$ cat src/design/rate_cfg_pkg.sv
// package: register map, field layout, rate-code constants for the config bank tail
// assumes: byte-wide register port, 8-bit addresses, single switch clock
package rate_cfg_pkg;
   localparam int unsigned ADDR_W = 8;
   localparam int unsigned DATA_W = 8;
   localparam int unsigned CODE_W = 7;
   localparam logic [ADDR_W-1:0] OFS_TEST_FIXED = 8'hbf;
   localparam logic [ADDR_W-1:0] OFS_P3_CTRL_ONE = 8'hcf;
   localparam logic [ADDR_W-1:0] OFS_P3_CTRL_TWO = 8'hdf;
   localparam logic [ADDR_W-1:0] OFS_TEST_THREE = 8'hef;
   localparam logic [ADDR_W-1:0] OFS_P4_CTRL = 8'hff;
   localparam logic [DATA_W-1:0] TEST_FIXED_VAL = 8'h80;
   localparam logic [DATA_W-1:0] TEST_THREE_VAL = 8'h32;
   localparam logic [4:0] P3_ONE_RSVD_VAL = 5'h15;
   localparam logic [5:0] P3_TWO_RSVD_VAL = 6'h2c;
   localparam logic [5:0] P4_RSVD_VAL = 6'h00;
   localparam int unsigned BIT_HALF_DUPLEX = 7;
   localparam int unsigned BIT_FLOW_CTRL = 6;
   localparam int unsigned BIT_SPEED_TEN = 5;
   localparam int unsigned BIT_MAC_ROLE = 6;
   localparam int unsigned BIT_CLK_INVERT = 6;
   localparam logic [CODE_W-1:0] CODE_FULL = 7'h00;
   localparam logic [CODE_W-1:0] CODE_FULL_100 = 7'h64;
   localparam logic [CODE_W-1:0] CODE_FULL_10 = 7'h0a;
   localparam logic [CODE_W-1:0] CODE_SUB_LO = 7'h65;
   localparam logic [CODE_W-1:0] CODE_SUB_HI = 7'h73;
   // limiter rate output unit: kilobits per second
   localparam int unsigned KBPS_W = 17;
   localparam logic [KBPS_W-1:0] KBPS_PER_MBIT = 17'h003e8;
   localparam logic [KBPS_W-1:0] KBPS_SUB_STEP = 17'h00040;
   localparam logic [KBPS_W-1:0] KBPS_100M = 17'h186a0;
   localparam logic [KBPS_W-1:0] KBPS_10M = 17'h02710;
   localparam int unsigned RATIO_W = 4;
   typedef enum logic [1:0] {RATE_FULL, RATE_LIMIT, RATE_UNDEF} rate_kind_t;
endpackage : rate_cfg_pkg

$ cat src/design/rate_decode_if.sv
// interface: code in, decoded limit out, between bank and rate decoder
// assumes: same clock as the bank
`timescale 1ns/10ps
interface rate_decode_if;
   import rate_cfg_pkg::*;
   logic [CODE_W-1:0] code;
   logic speed_ten;
   logic [RATIO_W-1:0] ratio;
   logic top_queue;
   logic [KBPS_W-1:0] rate_kbps;
   logic limited;
   logic undefined;
   modport bank (output code, output speed_ten, output ratio, output top_queue,
      input rate_kbps, input limited, input undefined);
   modport decoder (input code, input speed_ten, input ratio, input top_queue,
      output rate_kbps, output limited, output undefined);
endinterface : rate_decode_if
$ cat src/design/rate_code_and_port_iface_cfg.sv
// config bank tail: test registers, port three media iface control,
// port four reduced iface clock phase, and limiter code decode.
// assumes: byte register port driven by the serial management slave on clk.
//
// Summary of operation
// - 100M mode: codes 1-99 limit to that many megabits per second.
// - 100M mode: code 0 or 100 means no limit; limiter codes reset to zero.
// - codes 101-115 give 64 to 960 kbps in 64 kbps steps.
// - 10M mode: codes 1-9 limit to that many megabits per second.
// - 10M mode: code 0 or 10 means full rate; zero is default.
// - top queue gets exact rate; lower queues scaled by port ratio.
// - test register at 0xbf is read-only and reads 0x80.
// - port three ctrl one bit 7: half duplex when set, reset clear.
// - port three ctrl one bit 6: flow control enable, reset off.
// - port three ctrl one bit 5: 10M speed when set, reset 100M.
// - port three ctrl two bit 6: MAC role when set, PHY at reset.
// - reserved fields read 0x15, 0x2c, 0x00; host leaves them unchanged.
// - last register bit 6 inverts port four tx reference clock phase.
`timescale 1ns/10ps
module rate_code_and_port_iface_cfg (
   // clock and reset
   input wire logic clk,
   input wire logic rstn,
   // register port
   input wire logic reg_wr,
   input wire logic reg_rd,
   input wire logic [rate_cfg_pkg::ADDR_W-1:0] reg_addr,
   input wire logic [rate_cfg_pkg::DATA_W-1:0] reg_wdata,
   output logic [rate_cfg_pkg::DATA_W-1:0] reg_rdata,
   output logic reg_hit,
   // limiter code query
   input wire logic [rate_cfg_pkg::CODE_W-1:0] limit_code,
   input wire logic limit_speed_ten,
   input wire logic [rate_cfg_pkg::RATIO_W-1:0] limit_ratio,
   input wire logic limit_top_queue,
   output logic [rate_cfg_pkg::KBPS_W-1:0] limit_rate_kbps,
   output logic limit_active,
   output logic limit_code_undefined,
   // port three media iface
   output logic port_three_half_duplex,
   output logic port_three_flow_ctrl,
   output logic port_three_speed_ten,
   output logic third_mac_role_mac,
   // port four reduced iface
   output logic port_four_tx_clk_invert
);
   import rate_cfg_pkg::*;

   rate_decode_if dif ();

   logic half_duplex;
   logic flow_ctrl;
   logic speed_ten;
   logic mac_role;
   logic clk_invert;
   logic [DATA_W-1:0] next_rdata;
   logic next_hit;

   assign dif.code = limit_code;
   assign dif.speed_ten = limit_speed_ten;
   assign dif.ratio = limit_ratio;
   assign dif.top_queue = limit_top_queue;

   rate_code_decoder u_dec (
      .clk(clk),
      .rstn(rstn),
      .dec(dif)
   );

   // port three ctrl one: only the top three bits are writable
   always_ff @(posedge clk or negedge rstn) begin
      if (!rstn) begin
         half_duplex <= 1'b0;
         flow_ctrl <= 1'b0;
         speed_ten <= 1'b0;
      end else if (reg_wr && reg_addr == OFS_P3_CTRL_ONE) begin
         half_duplex <= reg_wdata[BIT_HALF_DUPLEX];
         flow_ctrl <= reg_wdata[BIT_FLOW_CTRL];
         speed_ten <= reg_wdata[BIT_SPEED_TEN];
      end
   end

   always_ff @(posedge clk or negedge rstn) begin
      if (!rstn) begin
         mac_role <= 1'b0;
      end else if (reg_wr && reg_addr == OFS_P3_CTRL_TWO) begin
         mac_role <= reg_wdata[BIT_MAC_ROLE];
      end
   end

   always_ff @(posedge clk or negedge rstn) begin
      if (!rstn) begin
         clk_invert <= 1'b0;
      end else if (reg_wr && reg_addr == OFS_P4_CTRL) begin
         clk_invert <= reg_wdata[BIT_CLK_INVERT];
      end
   end

   // read mux; reserved fields are constants so writes cannot disturb them
   always_comb begin
      next_rdata = '0;
      next_hit = 1'b1;
      unique case (reg_addr)
         OFS_TEST_FIXED: next_rdata = TEST_FIXED_VAL;
         OFS_P3_CTRL_ONE: next_rdata = {half_duplex, flow_ctrl, speed_ten,
            P3_ONE_RSVD_VAL};
         OFS_P3_CTRL_TWO: next_rdata = {1'b0, mac_role, P3_TWO_RSVD_VAL};
         OFS_TEST_THREE: next_rdata = TEST_THREE_VAL;
         OFS_P4_CTRL: next_rdata = {1'b0, clk_invert, P4_RSVD_VAL};
         default: next_hit = 1'b0;
      endcase
   end

   always_ff @(posedge clk or negedge rstn) begin
      if (!rstn) begin
         reg_rdata <= '0;
         reg_hit <= 1'b0;
      end else if (reg_rd) begin
         reg_rdata <= next_rdata;
         reg_hit <= next_hit;
      end else begin
         reg_hit <= 1'b0;
      end
   end

   // outputs registered once more so each comes straight from a flop
   always_ff @(posedge clk or negedge rstn) begin
      if (!rstn) begin
         port_three_half_duplex <= 1'b0;
         port_three_flow_ctrl <= 1'b0;
         port_three_speed_ten <= 1'b0;
         third_mac_role_mac <= 1'b0;
         port_four_tx_clk_invert <= 1'b0;
      end else begin
         port_three_half_duplex <= half_duplex;
         port_three_flow_ctrl <= flow_ctrl;
         port_three_speed_ten <= speed_ten;
         third_mac_role_mac <= mac_role;
         port_four_tx_clk_invert <= clk_invert;
      end
   end

   always_ff @(posedge clk or negedge rstn) begin
      if (!rstn) begin
         limit_rate_kbps <= KBPS_100M;
         limit_active <= 1'b0;
         limit_code_undefined <= 1'b0;
      end else begin
         limit_rate_kbps <= dif.rate_kbps;
         limit_active <= dif.limited;
         limit_code_undefined <= dif.undefined;
      end
   end
endmodule : rate_code_and_port_iface_cfg

$ cat src/design/rate_code_decoder.sv
// rate-code decoder: turns a 7-bit limiter code into a kbps figure, registered
// assumes: code stable one cycle before use; clk 200 MHz
`timescale 1ns/10ps
module rate_code_decoder (
   // clock and reset
   input wire logic clk,
   input wire logic rstn,
   // decode link
   rate_decode_if.decoder dec
);
   import rate_cfg_pkg::*;

   function automatic rate_kind_t classify(input logic [CODE_W-1:0] c, input logic ten);
      rate_kind_t k;
      k = RATE_UNDEF;
      if (c == CODE_FULL) k = RATE_FULL;
      else if (!ten && c == CODE_FULL_100) k = RATE_FULL;
      else if (ten && c == CODE_FULL_10) k = RATE_FULL;
      else if (!ten && c < CODE_FULL_100) k = RATE_LIMIT;
      else if (ten && c < CODE_FULL_10) k = RATE_LIMIT;
      else if (c >= CODE_SUB_LO && c <= CODE_SUB_HI) k = RATE_LIMIT;
      return k;
   endfunction : classify

   function automatic logic [KBPS_W-1:0] code_kbps(input logic [CODE_W-1:0] c);
      logic [KBPS_W-1:0] r;
      if (c >= CODE_SUB_LO)
         r = KBPS_W'((c - CODE_SUB_LO + 7'h01) * KBPS_SUB_STEP);
      else
         r = KBPS_W'(c * KBPS_PER_MBIT);
      return r;
   endfunction : code_kbps

   rate_kind_t kind;
   logic [KBPS_W-1:0] exact;
   logic [KBPS_W-1:0] full;
   logic [KBPS_W-1:0] next_rate;

   always_comb begin
      kind = classify(dec.code, dec.speed_ten);
      full = dec.speed_ten ? KBPS_10M : KBPS_100M;
      exact = (kind == RATE_LIMIT) ? code_kbps(dec.code) : full;
      // lower queues get a share of the exact rate set by the port ratio
      if (dec.top_queue || dec.ratio == '0)
         next_rate = exact;
      else
         next_rate = exact / KBPS_W'(dec.ratio);
   end

   always_ff @(posedge clk or negedge rstn) begin
      if (!rstn) begin
         dec.rate_kbps <= KBPS_100M;
         dec.limited <= 1'b0;
         dec.undefined <= 1'b0;
      end else begin
         dec.rate_kbps <= next_rate;
         dec.limited <= (kind == RATE_LIMIT);
         // undefined codes still pass at full rate; host is not to write them
         dec.undefined <= (kind == RATE_UNDEF);
      end
   end
endmodule : rate_code_decoder

$ cat config.mk
export PLATFORM = sky130hd
export DESIGN_NAME = rate_code_and_port_iface_cfg
export DESIGN_NICKNAME = d
export VERILOG_FILES = /design/src/design/rate_cfg_pkg.sv /design/src/design/rate_decode_if.sv /design/src/design/rate_code_and_port_iface_cfg.sv /design/src/design/rate_code_decoder.sv
export SDC_FILE = /design/constraint.sdc
export NUM_CORES = 1
export LEC_CHECK = 0
export ABC_AREA = 1
export ABC_CLOCK_PERIOD_IN_PS = 1000
export BUFFER_PORTS_ARGS = -buffer_cell sky130_fd_sc_hd__buf_2
export CAP_MARGIN = 25
export CORE_MARGIN = 10
export CORE_UTILIZATION = 60
export CTS_CLUSTER_DIAMETER = 150
export DETAILED_ROUTE_END_ITERATION = 8
export GPL_ROUTABILITY_DRIVEN = 0
export PLACE_DENSITY = 0.79
export SLEW_MARGIN = 20
export SYNTH_ARGS = -nofsm -noshare
export SYNTH_HDL_FRONTEND = slang
export SYNTH_HIERARCHICAL = 1
export SYNTH_SLANG_ARGS = --single-unit
$ cat constraint.sdc
create_clock -name clk -period 1 [get_ports clk]
set_input_delay 0.1 -clock clk [delete_from_list [all_inputs] [get_ports clk]]
set_output_delay 0.1 -clock clk [all_outputs]
set_load 0.01 [all_outputs]
==> results of run 1 <==
## cells by family after synthesis
logic type / synth area share (%)
compound gates: 9.807
fa+ha+maj: 16.93
xor+xnor: 3.940
buf+inv: 11.39
flops: 13.79
simple gates: 44.14
## synthesized netlist by cell type (5+ instances only)
| cell type | n |
|---|---|
| nand4_1 | 46 |
| or2_2 | 9 |
| xor2_1 | 34 |
| nand3_4 | 11 |
| inv_2 | 20 |
| nand2_1 | 381 |
| nor3_1 | 5 |
| dfrtp_1 | 45 |
| o21ai_0 | 53 |
| fa_1 | 19 |
| nor2_2 | 16 |
| buf_6 | 8 |
| xnor2_1 | 13 |
| nand3_2 | 32 |
| nor2_1 | 117 |
| nor2_4 | 17 |
| a21oi_1 | 49 |
| nand3_1 | 128 |
| dfstp_2 | 12 |
| o21ai_2 | 10 |
| inv_1 | 237 |
| nand4_2 | 5 |
| o21ai_1 | 24 |
| nand2_2 | 58 |
| a21o_1 | 6 |
| ha_1 | 111 |
| o21bai_1 | 8 |
| nand3b_1 | 6 |
| nand2_4 | 19 |
## stage by stage
step | util (%) | std cells
floorplan | - | 1559
detailed placement | 86.08 | 2281
global placement | 86.08 | 2281
==> results.json, run 1 <==
{
  "outcome": "did not finish",
  "stop_stage": "4_1_cts",
  "error": "[ERROR DPL-0033] detailed placement checks failed during check placement.",
  "synth_seq_cells": 57,
  "cts_buffers": 9,
  "yosys_warnings": 6,
  "yosys_most_used_dff": "dfrtp_1",
  "netlist_area_um2": 10450,
  "synth_top_area_share_pct": 13.69,
  "hpwl_um": 30520,
  "clock_sinks": 57,
  "pre_cts_slack_ps": -22540,
  "start_util_pct": 60.83,
  "portBuffers": 60,
  "cts_resized": 176,
  "synth_edf_count": 0,
  "synth_cell_types": 62,
  "yosys-top-cells-area": "nand2_1 14%, ha_1 13%, dfrtp_1 11%, inv_1 8.5%, nand3_1 6.1%",
  "ctsHoldBuffers": 3,
  "synthArstFlopShare_pct": 100.0,
  "cts-root-buf": "clkbuf_16",
  "synth_nets": 1722,
  "cts_setup_buffers": 162,
  "die_w_um": 152.0,
  "syn_area_per_cell_um2": 6.702,
  "dieHeight_um": 152.0,
  "syn_inst": 1559,
  "yosysTopAreaCell": "nand2_1",
  "dpl-instance-area_um2": 14790,
  "io_pins": 66,
  "htree_levels": 3,
  "clk_path_buf_depth": 2,
  "core.rowCount": 48,
  "synth-seq-area-share_pct": 13.79
}
==> run 2: changes to the inputs <==
Settings changed: CORE_UTILIZATION 60 to 40, CTS_CLUSTER_DIAMETER 150 to default, PLACE_DENSITY 0.79 to default, PLACE_DENSITY_LB_ADDON from default to 0.15.
==> run 2 against run 1 <==
Effect of this change: the flow now finishes, with violations (negative setup slack); synthesized area did not move; synthesized cell count did not move.
==> results.json, run 2 <==
{
  "core-area_um2": 25910,
  "die_w_um": 181.6,
  "wl_um": 36830,
  "final_common_cell": "buf_4",
  "synth_cell_types": 62,
  "pre_cts_slack_ps": -21710,
  "cts_buffers": 9,
  "core.rowCount": 59,
  "netlist_area_um2": 10450,
  "setup_violations": 25,
  "worstReg2RegEnd": "reg_rdata[5]",
  "layout_common_cells": "591 x buf_4, 339 x nand2_1, 212 x inv_1",
  "outcome": "finished, violations left",
  "fin_crit_sh_pct": 2206,
  "htree_levels": 3,
  "wl_per_cell_um": 14.27,
  "r2r_cells": 4,
  "syn_inst": 1559,
  "final.min_clock_period_ps": 22060,
  "fmax_mhz": 45.32,
  "portBuffers": 60,
  "hp-start": "reg_rd",
  "die_area_um2": 32990,
  "synth-seq-area-share_pct": 13.79,
  "cp_slowest_cell": "fa_1",
  "clock_sinks": 57,
  "end_kind": "register",
  "yosysTopAreaCell": "nand2_1",
  "overflow": 0,
  "finalNetCount": 2404,
  "clk_path_buf_depth": 2,
  "max-slew-margin-rel_pct": 65.74,
  "antenna_found_initial": 0,
  "r2r_start": "speed_ten",
  "synth_seq_cells": 57,
  "violations": "negative setup slack",
  "drt-met1-wl_um": 15590,
  "layout-drive-gt1-share_pct": 50.22,
  "reg_top3": "limit_rate_kbps x17, u_dec/dec.rate_kbps x17, reg_rdata x8",
  "wl_met2_um": 19240,
  "hpwl_um": 26830,
  "yosys_warnings": 6,
  "diodes": 0,
  "synth_nets": 1722,
  "syn_area_per_cell_um2": 6.702,
  "crit_end": "u_dec/dec.rate_kbps[0]",
  "timing.final.ws_setup_ps": -21060,
  "routed-wl-met3_um": 1110,
  "synth_edf_count": 0,
  "hold_viol_final": 0,
  "clock_latency_ps": 340,
  "synthTopCellsByCount": "381 x nand2_1, 237 x inv_1, 128 x nand3_1",
  "grt.total_usage_pct": 21.04,
  "yosysMostFrequentCell": "nand2_1",
  "cp_slowest_stage_delay_ps": 560,
  "cp_common_cell": "nand2_2",
  "critPathLaunch": "limit_code[0]",
  "worstPathRequired_ps": 1230,
  "worstSetupPathType": "in2reg",
  "arrival_ps": 22290,
  "synth_top_area_share_pct": 13.69,
  "drv_cap": 0,
  "dieHeight_um": 181.6,
  "dr.first_iter.drc_count": 608,
  "firstDrtPassIters": 5,
  "yosys-top-cells-area": "nand2_1 14%, ha_1 13%, dfrtp_1 11%, inv_1 8.5%, nand3_1 6.1%",
  "highest_layer": "met4",
  "vias_per_cell": 4.886,
  "path_clk_slew_ps": 60,
  "hold_class": "in2reg",
  "maxSlewViolCount": 0,
  "rsz0062_at_grt": "yes",
  "path_max_fanout": 7,
  "grt_max_degree": 58,
  "via_count": 12612,
  "worst_slew_pin_slew_ps": 513.3,
  "area_growth_pct": 67.96,
  "fin_skew_ps": 7.624,
  "grt_pass1_vias": 12691,
  "ant_nets": 0,
  "start_util_pct": 40.33,
  "io_pins": 66,
  "rrSetupSlack_ps": 200,
  "drc": 0,
  "cp-start-kind": "input pin",
  "yosys_most_used_dff": "dfrtp_1",
  "cts_tree": "built",
  "cts-root-buf": "clkbuf_16",
  "grt_pass1_wl_um": 59040,
  "synthArstFlopShare_pct": 100.0
}
==> run 2: cell counts after synthesis <==
Identical to the previous run, type by type.
==> run 2: logic make-up (layout without fill, tap and decap cells) <==
| group | after synthesis | after routing | synth area share (%) |
|---|---|---|---|
| and+or+nand+nor | 869 | 869 | 44.14 |
| adders and majority gates | 130 | 130 | 16.93 |
| buffers and inverters | 283 | 970 | 11.39 |
| DFF | 57 | 57 | 13.79 |
| AOI/OAI and AO/OA | 173 | 173 | 9.807 |
| xor gates and xnor gates | 47 | 47 | 3.940 |
==> run 2: area by class of cell <==
| cell class | count | area (µm²) |
|---|---|---|
| Fill cell | 2067 | 8362 |
| Timing Repair Buffer | 685 | 5218 |
| Clock inverter | 6 | 90.09 |
| Inverter | 269 | 1081 |
| Clock buffer | 10 | 239.0 |
| Sequential cell | 57 | 1441 |
| Multi-Input combinational cell | 1219 | 9061 |
| Tap cell | 335 | 419.2 |
==> run 2: per-layer routing <==
layer | up-vias | track usage (%)
li1 | 6395 | -
met5 | - | 0
met4 | 0 | 6.541
met3 | 65 | 2.048
met1 | 5903 | 24.52
met2 | 249 | 39.30
==> run 2: critical path, delay by kind of cell <==
kind,cells,cell delay [ps]
adders and majority gates,20,5870
buffers and inverters,41,3670
AOI/OAI and AO/OA,36,5070
and+or+nand+nor,79,7540
==> run 2: timing repair <==
| item | 4_1_cts | 5_1_grt |
|---|---|---|
| buffers inserted | 121 | 36 |
| pin swaps | 101 | 63 |
| cloned | 0 | 0 |
| gates resized for setup | 136 | 83 |
| setup endpoints to repair | 26 | 28 |
| hold buffers | 5 | 0 |
| hold endpoints to repair | 49 | 0 |
==> run 2: how the worst min path moves through the flow <==
stage	endpoint	slack (ps)	depth (start not counted)
final	reg_rdata[6]	10	3
after global routing	reg_rdata[6]	30	3
after CTS	reg_rdata[6]	9	3
after detailed placement	u_dec/dec.undefined	130	2
after global placement	u_dec/dec.undefined	120	2
after floorplan	clk_invert	-200	0
==> run 2: through the flow <==
step | util, % | TNS [ps] | hold WS, ps | instances | cell area (µm²)
6_report | 67.73 | -198070 | 13.98 | 2581 | 17550
5_1_grt | 67.73 | -211070 | 34.58 | 2581 | 17550
4_1_cts | 65.29 | -194080 | 9.123 | 2546 | 16920
3_5_place_dp | 58.07 | -205900 | 128.1 | 2404 | 15050
3_3_place_gp | 58.07 | -198360 | 124.1 | 2404 | 15050
2_1_floorplan | - | -206060 | -195.6 | 1559 | 10970
Power of run 2 is not shown: default switching activity piles up to over one toggle a cycle in this logic, so the estimate is an artifact.
